File: src/pkg/port_mux_pkg.sv
// Shared types and constants for the port function multiplexer.
// Assumes one clock domain and configuration bits held by the caller.
package port_mux_pkg;

  // ************************************************************
  // Geometry and port indices
  // ************************************************************
  localparam int NUM_PORTS = 7;          // Seven general ports
  localparam int PORT_W    = 8;          // Pins in a port
  localparam int ADDR_W    = 16;         // Host address/data port width
  localparam int PORT_ONE   = 0;         // Macrocell group one port
  localparam int PORT_TWO   = 1;         // Macrocell group two port
  localparam int PORT_THREE = 2;         // Chip-select capable port
  localparam int PORT_FOUR  = 3;         // Strobe, clock and select port
  localparam int PORT_FIVE  = 4;         // Programming and battery port
  localparam int PORT_SIX   = 5;         // Extended address and data port
  localparam int PORT_SEVEN = 6;         // Address output port

  // ************************************************************
  // Special pin positions
  // ************************************************************
  localparam int PIN_STROBE  = 0;        // Address strobe on port four
  localparam int PIN_LCLK    = 1;        // Logic clock on port four
  localparam int PIN_CSEL    = 2;        // Chip-select input on port four
  localparam int PIN_TMS     = 0;        // Test mode select on port five
  localparam int PIN_TCK     = 1;        // Test clock on port five
  localparam int PIN_TDI     = 2;        // Test data in on port five
  localparam int PIN_TDO     = 3;        // Test data out on port five
  localparam int PIN_STAT    = 4;        // Programming status on port five
  localparam int PIN_PERR    = 5;        // Programming error on port five
  localparam int PIN_BATT    = 7;        // Battery indicator on port five
  localparam int XA_ADDR_W   = 4;        // Low address inputs in extended mode
  localparam int HI_BYTE     = 8;        // First bit of high address byte

  // ************************************************************
  // Reset values
  // ************************************************************
  localparam logic [7:0] BYTE_ZERO = 8'h00;   // Inputs, no drive
  localparam logic [15:0] ADDR_ZERO = 16'h0000; // Cleared address latch

  // ************************************************************
  // Types
  // ************************************************************
  // Function of a pin on the first three ports
  typedef enum logic [1:0] {
    SEL_MCU_IO = 2'b00,                  // Plain controller I/O
    SEL_ALT    = 2'b01,                  // Macrocell or chip-select output
    SEL_PLD_IN = 2'b10                   // Input to the logic array
  } pin_sel_type;

  // How a logic array input is taken
  typedef enum logic [1:0] {
    PLD_TRANSPARENT = 2'b00,             // Follows the pin
    PLD_LATCHED     = 2'b01,             // Caught on address strobe
    PLD_REGISTERED  = 2'b10              // Caught on logic clock tick
  } pld_mode_type;

  // Per-port controller registers
  typedef struct packed {
    logic [7:0] dir;                     // 1 = output
    logic [7:0] dout;                    // Data to drive
    logic [7:0] ctrl;                    // 1 = latched address out
  } port_cfg_type;

  // Special function enables
  typedef struct packed {
    logic strobe_en;                     // Port four pin0 is address strobe
    logic lclk_en;                       // Port four pin1 is logic clock
    logic csel_en;                       // Port four pin2 is chip select
    logic jtag_en;                       // Port five low nibble is JTAG
    logic stat_en;                       // Port five pin4 status output
    logic rdy_busy_sel;                  // Pin4 shows ready/busy instead
    logic perr_en;                       // Port five pin5 error output
    logic batt_en;                       // Port five pin7 battery indicator
    logic xa_mode;                       // Port six low nibble takes address
    logic data_bus_en;                   // Port six is the host data bus
  } special_cfg_type;

endpackage

File: src/hdl/port_function_mux.sv
// Pin function selection for seven general ports.
// Assumes pins arrive unsynchronised; host logic shares ref_clk.
//
// Contract
// - Ports one, two: I/O, macrocell, logic input
// - Port three pins drive external chip selects
// - Address strobe rising edge captures address port
// - Logic clock clocks macrocells, counter, array
// - Chip select low enables memories and I/O
// - Chip select falling edge ends power-down mode
// - Port five low pins carry JTAG
// - Port five pin4 shows status or ready/busy
// - Port five pin5 drives active-low error
// - Battery indicator high while on battery
// - Port six: extended address or data bus
// - Ports five to seven drive latched address
// - Direction bit zero input, one output
// - Control bit zero I/O, one address out
module port_function_mux
  import port_mux_pkg::*;
(
  // Clock, reset, enable
  input  wire logic                  ref_clk,
  input  wire logic                  nrst,
  input  wire logic                  clk_en,
  // Board pins
  input  wire logic [PORT_W-1:0]     pin_i [NUM_PORTS],
  output logic [PORT_W-1:0]          pin_o [NUM_PORTS],
  output logic [PORT_W-1:0]          pin_oe [NUM_PORTS],
  // Configuration
  input  wire port_cfg_type          port_cfg [NUM_PORTS],
  input  wire pin_sel_type           pin_sel [3][PORT_W],
  input  wire pld_mode_type          pld_mode [3],
  input  wire special_cfg_type       special_cfg,
  // Internal sources
  input  wire logic [ADDR_W-1:0]     host_addr_data_port,
  input  wire logic [PORT_W-1:0]     macrocell_output [2],
  input  wire logic [PORT_W-1:0]     external_chip_selects,
  input  wire logic                  jtag_tdo,
  input  wire logic                  jtag_tdo_oe,
  input  wire logic                  program_status_out,
  input  wire logic                  ready_busy,
  input  wire logic                  program_error_n,
  input  wire logic                  on_battery,
  input  wire logic [PORT_W-1:0]     host_data_out,
  input  wire logic                  host_data_oe,
  // Internal sinks
  output logic [PORT_W-1:0]          data_in [NUM_PORTS],
  output logic [PORT_W-1:0]          pld_input [3],
  output logic [ADDR_W-1:0]          latched_addr,
  output logic                       logic_clock_in,
  output logic                       logic_clock_tick,
  output logic                       mem_io_enable,
  output logic                       powerdown_exit,
  output logic                       jtag_tms,
  output logic                       jtag_tck,
  output logic                       jtag_tdi,
  output logic [XA_ADDR_W-1:0]       ext_addr_low,
  output logic [PORT_W-1:0]          host_data_in
);

  // ************************************************************
  // Input synchronisers
  // ************************************************************
  logic [PORT_W-1:0] sync1 [NUM_PORTS];  // First stage, metastable
  logic [PORT_W-1:0] sync2 [NUM_PORTS];  // Second stage
  logic [PORT_W-1:0] sync3 [NUM_PORTS];  // Third stage
  logic [PORT_W-1:0] filt  [NUM_PORTS];  // Accepted pin level
  logic [PORT_W-1:0] agree [NUM_PORTS];  // Stages two and three match

  genvar gp;
  generate
    for (gp = 0; gp < NUM_PORTS; gp++)
    begin : g_sync
      // Three-stage capture, change taken once stages agree
      always_ff @(posedge ref_clk or negedge nrst)
      begin
        if (!nrst)
        begin
          sync1[gp] <= BYTE_ZERO;
          sync2[gp] <= BYTE_ZERO;
          sync3[gp] <= BYTE_ZERO;
          filt[gp]  <= BYTE_ZERO;
        end
        else if (clk_en)
        begin
          sync1[gp] <= pin_i[gp];
          sync2[gp] <= sync1[gp];
          sync3[gp] <= sync2[gp];
          filt[gp]  <= (filt[gp] & ~agree[gp]) | (sync2[gp] & agree[gp]);
        end
      end
      assign agree[gp]   = ~(sync2[gp] ^ sync3[gp]);
      assign data_in[gp] = filt[gp];
    end
  endgenerate

  // ************************************************************
  // Edge detection on accepted levels
  // ************************************************************
  // Rising when the agreed new level is high and the old one low
  function automatic logic rises(input logic s2, input logic s3, input logic f);
    rises = s2 & s3 & ~f;
  endfunction

  // Falling when the agreed new level is low and the old one high
  function automatic logic falls(input logic s2, input logic s3, input logic f);
    falls = ~s2 & ~s3 & f;
  endfunction

  logic strobe_rise;                     // Address strobe rising
  logic lclk_rise;                       // Logic clock rising
  logic csel_fall;                       // Chip select going low

  assign strobe_rise = clk_en & special_cfg.strobe_en
                     & rises(sync2[PORT_FOUR][PIN_STROBE], sync3[PORT_FOUR][PIN_STROBE],
                             filt[PORT_FOUR][PIN_STROBE]);
  assign lclk_rise   = clk_en & special_cfg.lclk_en
                     & rises(sync2[PORT_FOUR][PIN_LCLK], sync3[PORT_FOUR][PIN_LCLK],
                             filt[PORT_FOUR][PIN_LCLK]);
  assign csel_fall   = clk_en & special_cfg.csel_en
                     & falls(sync2[PORT_FOUR][PIN_CSEL], sync3[PORT_FOUR][PIN_CSEL],
                             filt[PORT_FOUR][PIN_CSEL]);

  // ************************************************************
  // Port four functions
  // ************************************************************
  // Address capture on strobe rise
  always_ff @(posedge ref_clk or negedge nrst)
  begin
    if (!nrst)
      latched_addr <= ADDR_ZERO;
    else if (strobe_rise)
      latched_addr <= host_addr_data_port;
  end

  // Logic clock level and tick for macrocells, counter, array
  assign logic_clock_in   = special_cfg.lclk_en & filt[PORT_FOUR][PIN_LCLK];
  assign logic_clock_tick = lclk_rise;

  // Select low enables memories; unused select leaves them on
  assign mem_io_enable  = special_cfg.csel_en ? ~filt[PORT_FOUR][PIN_CSEL] : 1'b1;
  assign powerdown_exit = csel_fall;

  // ************************************************************
  // Port five and six inputs
  // ************************************************************
  // Test pins, clock already filtered like a Schmitt input
  assign jtag_tms = special_cfg.jtag_en & filt[PORT_FIVE][PIN_TMS];
  assign jtag_tck = special_cfg.jtag_en & filt[PORT_FIVE][PIN_TCK];
  assign jtag_tdi = special_cfg.jtag_en & filt[PORT_FIVE][PIN_TDI];

  // Extended address nibble and data bus input
  assign ext_addr_low = special_cfg.xa_mode ? filt[PORT_SIX][XA_ADDR_W-1:0] : '0;
  assign host_data_in = special_cfg.data_bus_en ? filt[PORT_SIX] : BYTE_ZERO;

  // ************************************************************
  // Logic array inputs, ports one to three
  // ************************************************************
  logic [PORT_W-1:0] pld_hold [3];       // Latched or registered copy

  generate
    for (gp = 0; gp < 3; gp++)
    begin : g_pld
      // Catch on strobe or on logic clock per mode
      always_ff @(posedge ref_clk or negedge nrst)
      begin
        if (!nrst)
          pld_hold[gp] <= BYTE_ZERO;
        else if ((pld_mode[gp] == PLD_LATCHED && strobe_rise)
              || (pld_mode[gp] == PLD_REGISTERED && lclk_rise))
          pld_hold[gp] <= filt[gp];
      end
      assign pld_input[gp] = (pld_mode[gp] == PLD_TRANSPARENT) ? filt[gp] : pld_hold[gp];
    end
  endgenerate

  // ************************************************************
  // Pin drive selection
  // ************************************************************
  logic [PORT_W-1:0] next_o  [NUM_PORTS]; // Drive value to register
  logic [PORT_W-1:0] next_oe [NUM_PORTS]; // Drive enable to register

  // Priority: special function, address out, alternate, plain I/O
  always_comb
  begin
    for (int p = 0; p < NUM_PORTS; p++)
    begin
      next_o[p]  = port_cfg[p].dout & port_cfg[p].dir;
      next_oe[p] = port_cfg[p].dir;
    end
    // Ports one to three: alternate output or logic input
    for (int p = 0; p < 3; p++)
    begin
      for (int b = 0; b < PORT_W; b++)
      begin
        if (pin_sel[p][b] == SEL_ALT)
        begin
          next_o[p][b]  = (p == PORT_THREE) ? external_chip_selects[b]
                                            : macrocell_output[p][b];
          next_oe[p][b] = 1'b1;
        end
        else if (pin_sel[p][b] == SEL_PLD_IN)
        begin
          next_o[p][b]  = 1'b0;
          next_oe[p][b] = 1'b0;
        end
      end
    end
    // Ports five to seven: latched address output
    for (int p = PORT_FIVE; p <= PORT_SEVEN; p++)
    begin
      for (int b = 0; b < PORT_W; b++)
      begin
        if (port_cfg[p].ctrl[b])
        begin
          next_o[p][b]  = (p == PORT_SEVEN) ? latched_addr[HI_BYTE + b] : latched_addr[b];
          next_oe[p][b] = 1'b1;
        end
      end
    end
    // Port four special inputs never drive
    if (special_cfg.strobe_en)
      next_oe[PORT_FOUR][PIN_STROBE] = 1'b0;
    if (special_cfg.lclk_en)
      next_oe[PORT_FOUR][PIN_LCLK] = 1'b0;
    if (special_cfg.csel_en)
      next_oe[PORT_FOUR][PIN_CSEL] = 1'b0;
    // Programming interface on port five
    if (special_cfg.jtag_en)
    begin
      next_oe[PORT_FIVE][PIN_TMS] = 1'b0;
      next_oe[PORT_FIVE][PIN_TCK] = 1'b0;
      next_oe[PORT_FIVE][PIN_TDI] = 1'b0;
      next_o[PORT_FIVE][PIN_TDO]  = jtag_tdo;
      next_oe[PORT_FIVE][PIN_TDO] = jtag_tdo_oe;
    end
    if (special_cfg.stat_en)
    begin
      next_o[PORT_FIVE][PIN_STAT]  = special_cfg.rdy_busy_sel ? ready_busy : program_status_out;
      next_oe[PORT_FIVE][PIN_STAT] = 1'b1;
    end
    if (special_cfg.perr_en)
    begin
      next_o[PORT_FIVE][PIN_PERR]  = program_error_n;
      next_oe[PORT_FIVE][PIN_PERR] = 1'b1;
    end
    if (special_cfg.batt_en)
    begin
      next_o[PORT_FIVE][PIN_BATT]  = on_battery;
      next_oe[PORT_FIVE][PIN_BATT] = 1'b1;
    end
    // Port six as inputs or host data bus
    if (special_cfg.xa_mode)
      next_oe[PORT_SIX][XA_ADDR_W-1:0] = '0;
    if (special_cfg.data_bus_en)
    begin
      next_o[PORT_SIX]  = host_data_out;
      next_oe[PORT_SIX] = {PORT_W{host_data_oe}};
    end
  end

  // Registered pin drive, all inputs after reset
  always_ff @(posedge ref_clk or negedge nrst)
  begin
    if (!nrst)
    begin
      for (int p = 0; p < NUM_PORTS; p++)
      begin
        pin_o[p]  <= BYTE_ZERO;
        pin_oe[p] <= BYTE_ZERO;
      end
    end
    else if (clk_en)
    begin
      pin_o  <= next_o;
      pin_oe <= next_oe;
    end
  end
endmodule

File: config.mk
export PLATFORM = sky130hd
export DESIGN_NAME = port_function_mux
export DESIGN_NICKNAME = d
export VERILOG_FILES = /design/src/pkg/port_mux_pkg.sv /design/src/hdl/port_function_mux.sv
export SDC_FILE = /design/constraint.sdc
export NUM_CORES = 1
export LEC_CHECK = 0
export BUFFER_PORTS_ARGS = -buffer_cell sky130_fd_sc_hd__buf_2
export CAP_MARGIN = 5
export CORE_AREA = 2 2 224 226
export CTS_BUF_LIST = sky130_fd_sc_hd__clkbuf_4
export DETAILED_ROUTE_END_ITERATION = 10
export DIE_AREA = 0 0 226 228
export PLACE_DENSITY = 0.61
export SLEW_MARGIN = 20
export SYNTH_ARGS = -nofsm -noshare
export SYNTH_HDL_FRONTEND = slang
export SYNTH_SLANG_ARGS = --single-unit
File: constraint.sdc
create_clock -name ref_clk -period 4.5 [get_ports ref_clk]
set_input_delay 0.9 -clock ref_clk [delete_from_list [all_inputs] [get_ports ref_clk]]
set_output_delay 0.9 -clock ref_clk [all_outputs]
set_load 0.05 [all_outputs]
==> impl_metrics.toml <==
[floorplanning]
fp.coreArea_um2 = 49300
row_count = 82
dieWidth_um = 226
dieArea_um2 = 51500
ios = 573
start_util_pct = 34.5
die_h_um = 228

[logic_synthesis]
yosysWarningCount = 0
synth_area_per_cell_um2 = 10.8
synth-edff-count = 0
synth.most_common_cell = "dfrtp_1"
synthArstFlopShare_pct = 100
syn-num-nets = 1933
yosysTopAreaCellShare_pct = 55.2
syn_inst = 1584
yosysSeqAreaShare_pct = 55.2
ys_ff_latch = 376
synth_common_cells = "376 x dfrtp_1, 211 x o21ai_0, 144 x mux2_2, 128 x nand2_1, 100 x a21oi_1"
yosys_most_used_dff = "dfrtp_1"
syn_area_um2 = 17000
synth_area_leaders = "dfrtp_1 55%, mux2_2 9.5%, o21ai_0 6.2%"
ys_types = 41
yosysTopAreaCell = "dfrtp_1"

[final_layout]
final_nets = 2505
final_cell_area_um2 = 21600
instances_no_fill = 2911
drive_above_1_share_pct = 40.0
post-route-util_pct = 43.8
area_growth_pct = 26.8

[setup_path]
cp_slowest_stage_delay_ns = 0.44
path_class = "input pin to output pin"
cpMostUsedCell = "buf_2"
cp-start-kind = "input pin"
arrival_ns = 2.24
cp-end-kind = "output pin"
path_cells = "buf_2, nor2_2, mux2_2, buf_2"
critPathSlowestCell = "nor2_2"
crit_fanout = 33
required_ns = 3.60

[sta]
finalSetupViolations = 0
final_max_slew_viol_count = 0
fin_crit_sh_pct = 69.7
relSlewSlack_pct = 32.9
worst_pin_slew_ns = 1.01
fin_setup_tns_ns = 0
fin_skew_ns = 0.0515
rsz0062_at_grt = "no"
min_period_ns = 3.14
max_freq_mhz = 319
worst_slack_ns = 1.36
whs_ns = 0.0779
hold_viol_final = 0

[clock_network]
tritoncts = "yes"
cts_root_buffer = "clkbuf_4"
cts_made_buffers = 105
htreeDepth = 3
cts_sinks = 376
post_cts_buffers = 0
insertion_delay_ns = 0.84
cts_max_path_buffers = 3
path_clk_slew_ns = 0.07
hold_buffers = 0
cts_resized = 0

[placed_design]
placed_cell_area_um2 = 20300
place.gp.congestion = 0.945
placed_cells = 2721
post-place-ws_ns = 1.36
port_buffers = 540
hpwl_mm = 41.8

[power]
ir_drop_mv = 0.449
p_total_mw = 11.6
power_density_nw_per_um2 = 539
power_leakage_nw = 9.99

[routing]
wire_per_inst_um = 19.5
drt_wl_total_mm = 56.7
vias_per_cell = 5.02
drt_first_pass_iters = 4
ant_nets = 0
drc = 0
detail_route.iter0.violations = 716
vias = 14600

[run]
cap_violations = 0

[global_routing]
gr-total-overflow = 0
grt_pass1_vias = 14400
antenna_found_initial = 31
grt_pass1_wl_mm = 85.2
grt_start_max_net_pins = 217
grt_usage_pct = 21.7

[worst_hold_path]
hold_class = "input pin to async pin"

[outcome]
status = "complete, no violations"
## where the power goes
part	total (mW)	switching, mW	internal (mW)
registers	4.70	0.657	4.04
logic	3.92	2.86	1.07
clock network	3.02	1.43	1.59
## kinds of logic after synthesis
group / share of synthesized area, %
AO/OA/AOI/OAI: 17.1
buffers and inverters: 4.97
AND/OR/NAND/NOR: 10.2
multiplexers: 11.0
adder cells (fa/ha/maj): 0.279
XOR/XNOR: 1.23
flip-flops: 55.2
## metal layers
layer / global-route usage (%) / part of all wire, % / wire (µm)
met5: 0 / 0.099 / 56
met3: 7.08 / 7.5 / 4260
met1: 24.9 / 39 / 22100
met2: 36.5 / 50 / 28100
met4: 10.1 / 3.8 / 2150
## worst paths after layout
check,start,to,slack (ns),cells after the start
min reg2reg,sync1[29]$_DFFE_PN0P_,sync2[29]$_DFFE_PN0P_,0.48,1
max,pld_mode[1],pld_input[7],1.36,4
min,nrst,pin_o[2]$_DFFE_PN0P_,0.08,1
max reg2reg,sync2[24]$_DFFE_PN0P_,pld_hold[18]$_DFFE_PN0P_,2.51,4
max in group asynchronous,nrst,async pin,3.37,2
min in group ref_clk,host_addr_data_port[4],latched_addr[4]$_DFFE_PN0P_,0.24,3
## worst max-delay path, delay by kind of cell
kind	cells	cell delay [ns]
buffers and inverters	2	0.48
muxes	1	0.39
and+or+nand+nor	1	0.44
## cell usage in the layout (no fill, tap or decap), drive strengths merged, types with 18 or more instances in the layout
cell type    n
buf        554
dfrtp      376
o21ai      215
clkbuf     153
mux2       144
nand2      128
a21oi      100
inv         99
nor2        67
a211oi      48
nand2b      40
nor2b       29
o211ai      26
o31ai       25
mux2i       25
or3b        24
xnor2       24
a32oi       23
clkinv      18
## layout make-up
| class | count | area (µm²) |
|---|---|---|
| Sequential cell | 376 | 9410 |
| Antenna cell | 17 | 42.5 |
| Tap cell | 672 | 841 |
| Timing Repair Buffer | 554 | 2900 |
| Inverter | 99 | 372 |
| Fill cell | 4831 | 27700 |
| Clock inverter | 20 | 113 |
| Clock buffer | 153 | 1150 |
| Multi-Input combinational cell | 1020 | 6780 |
Power figures use the tool's default switching activity.
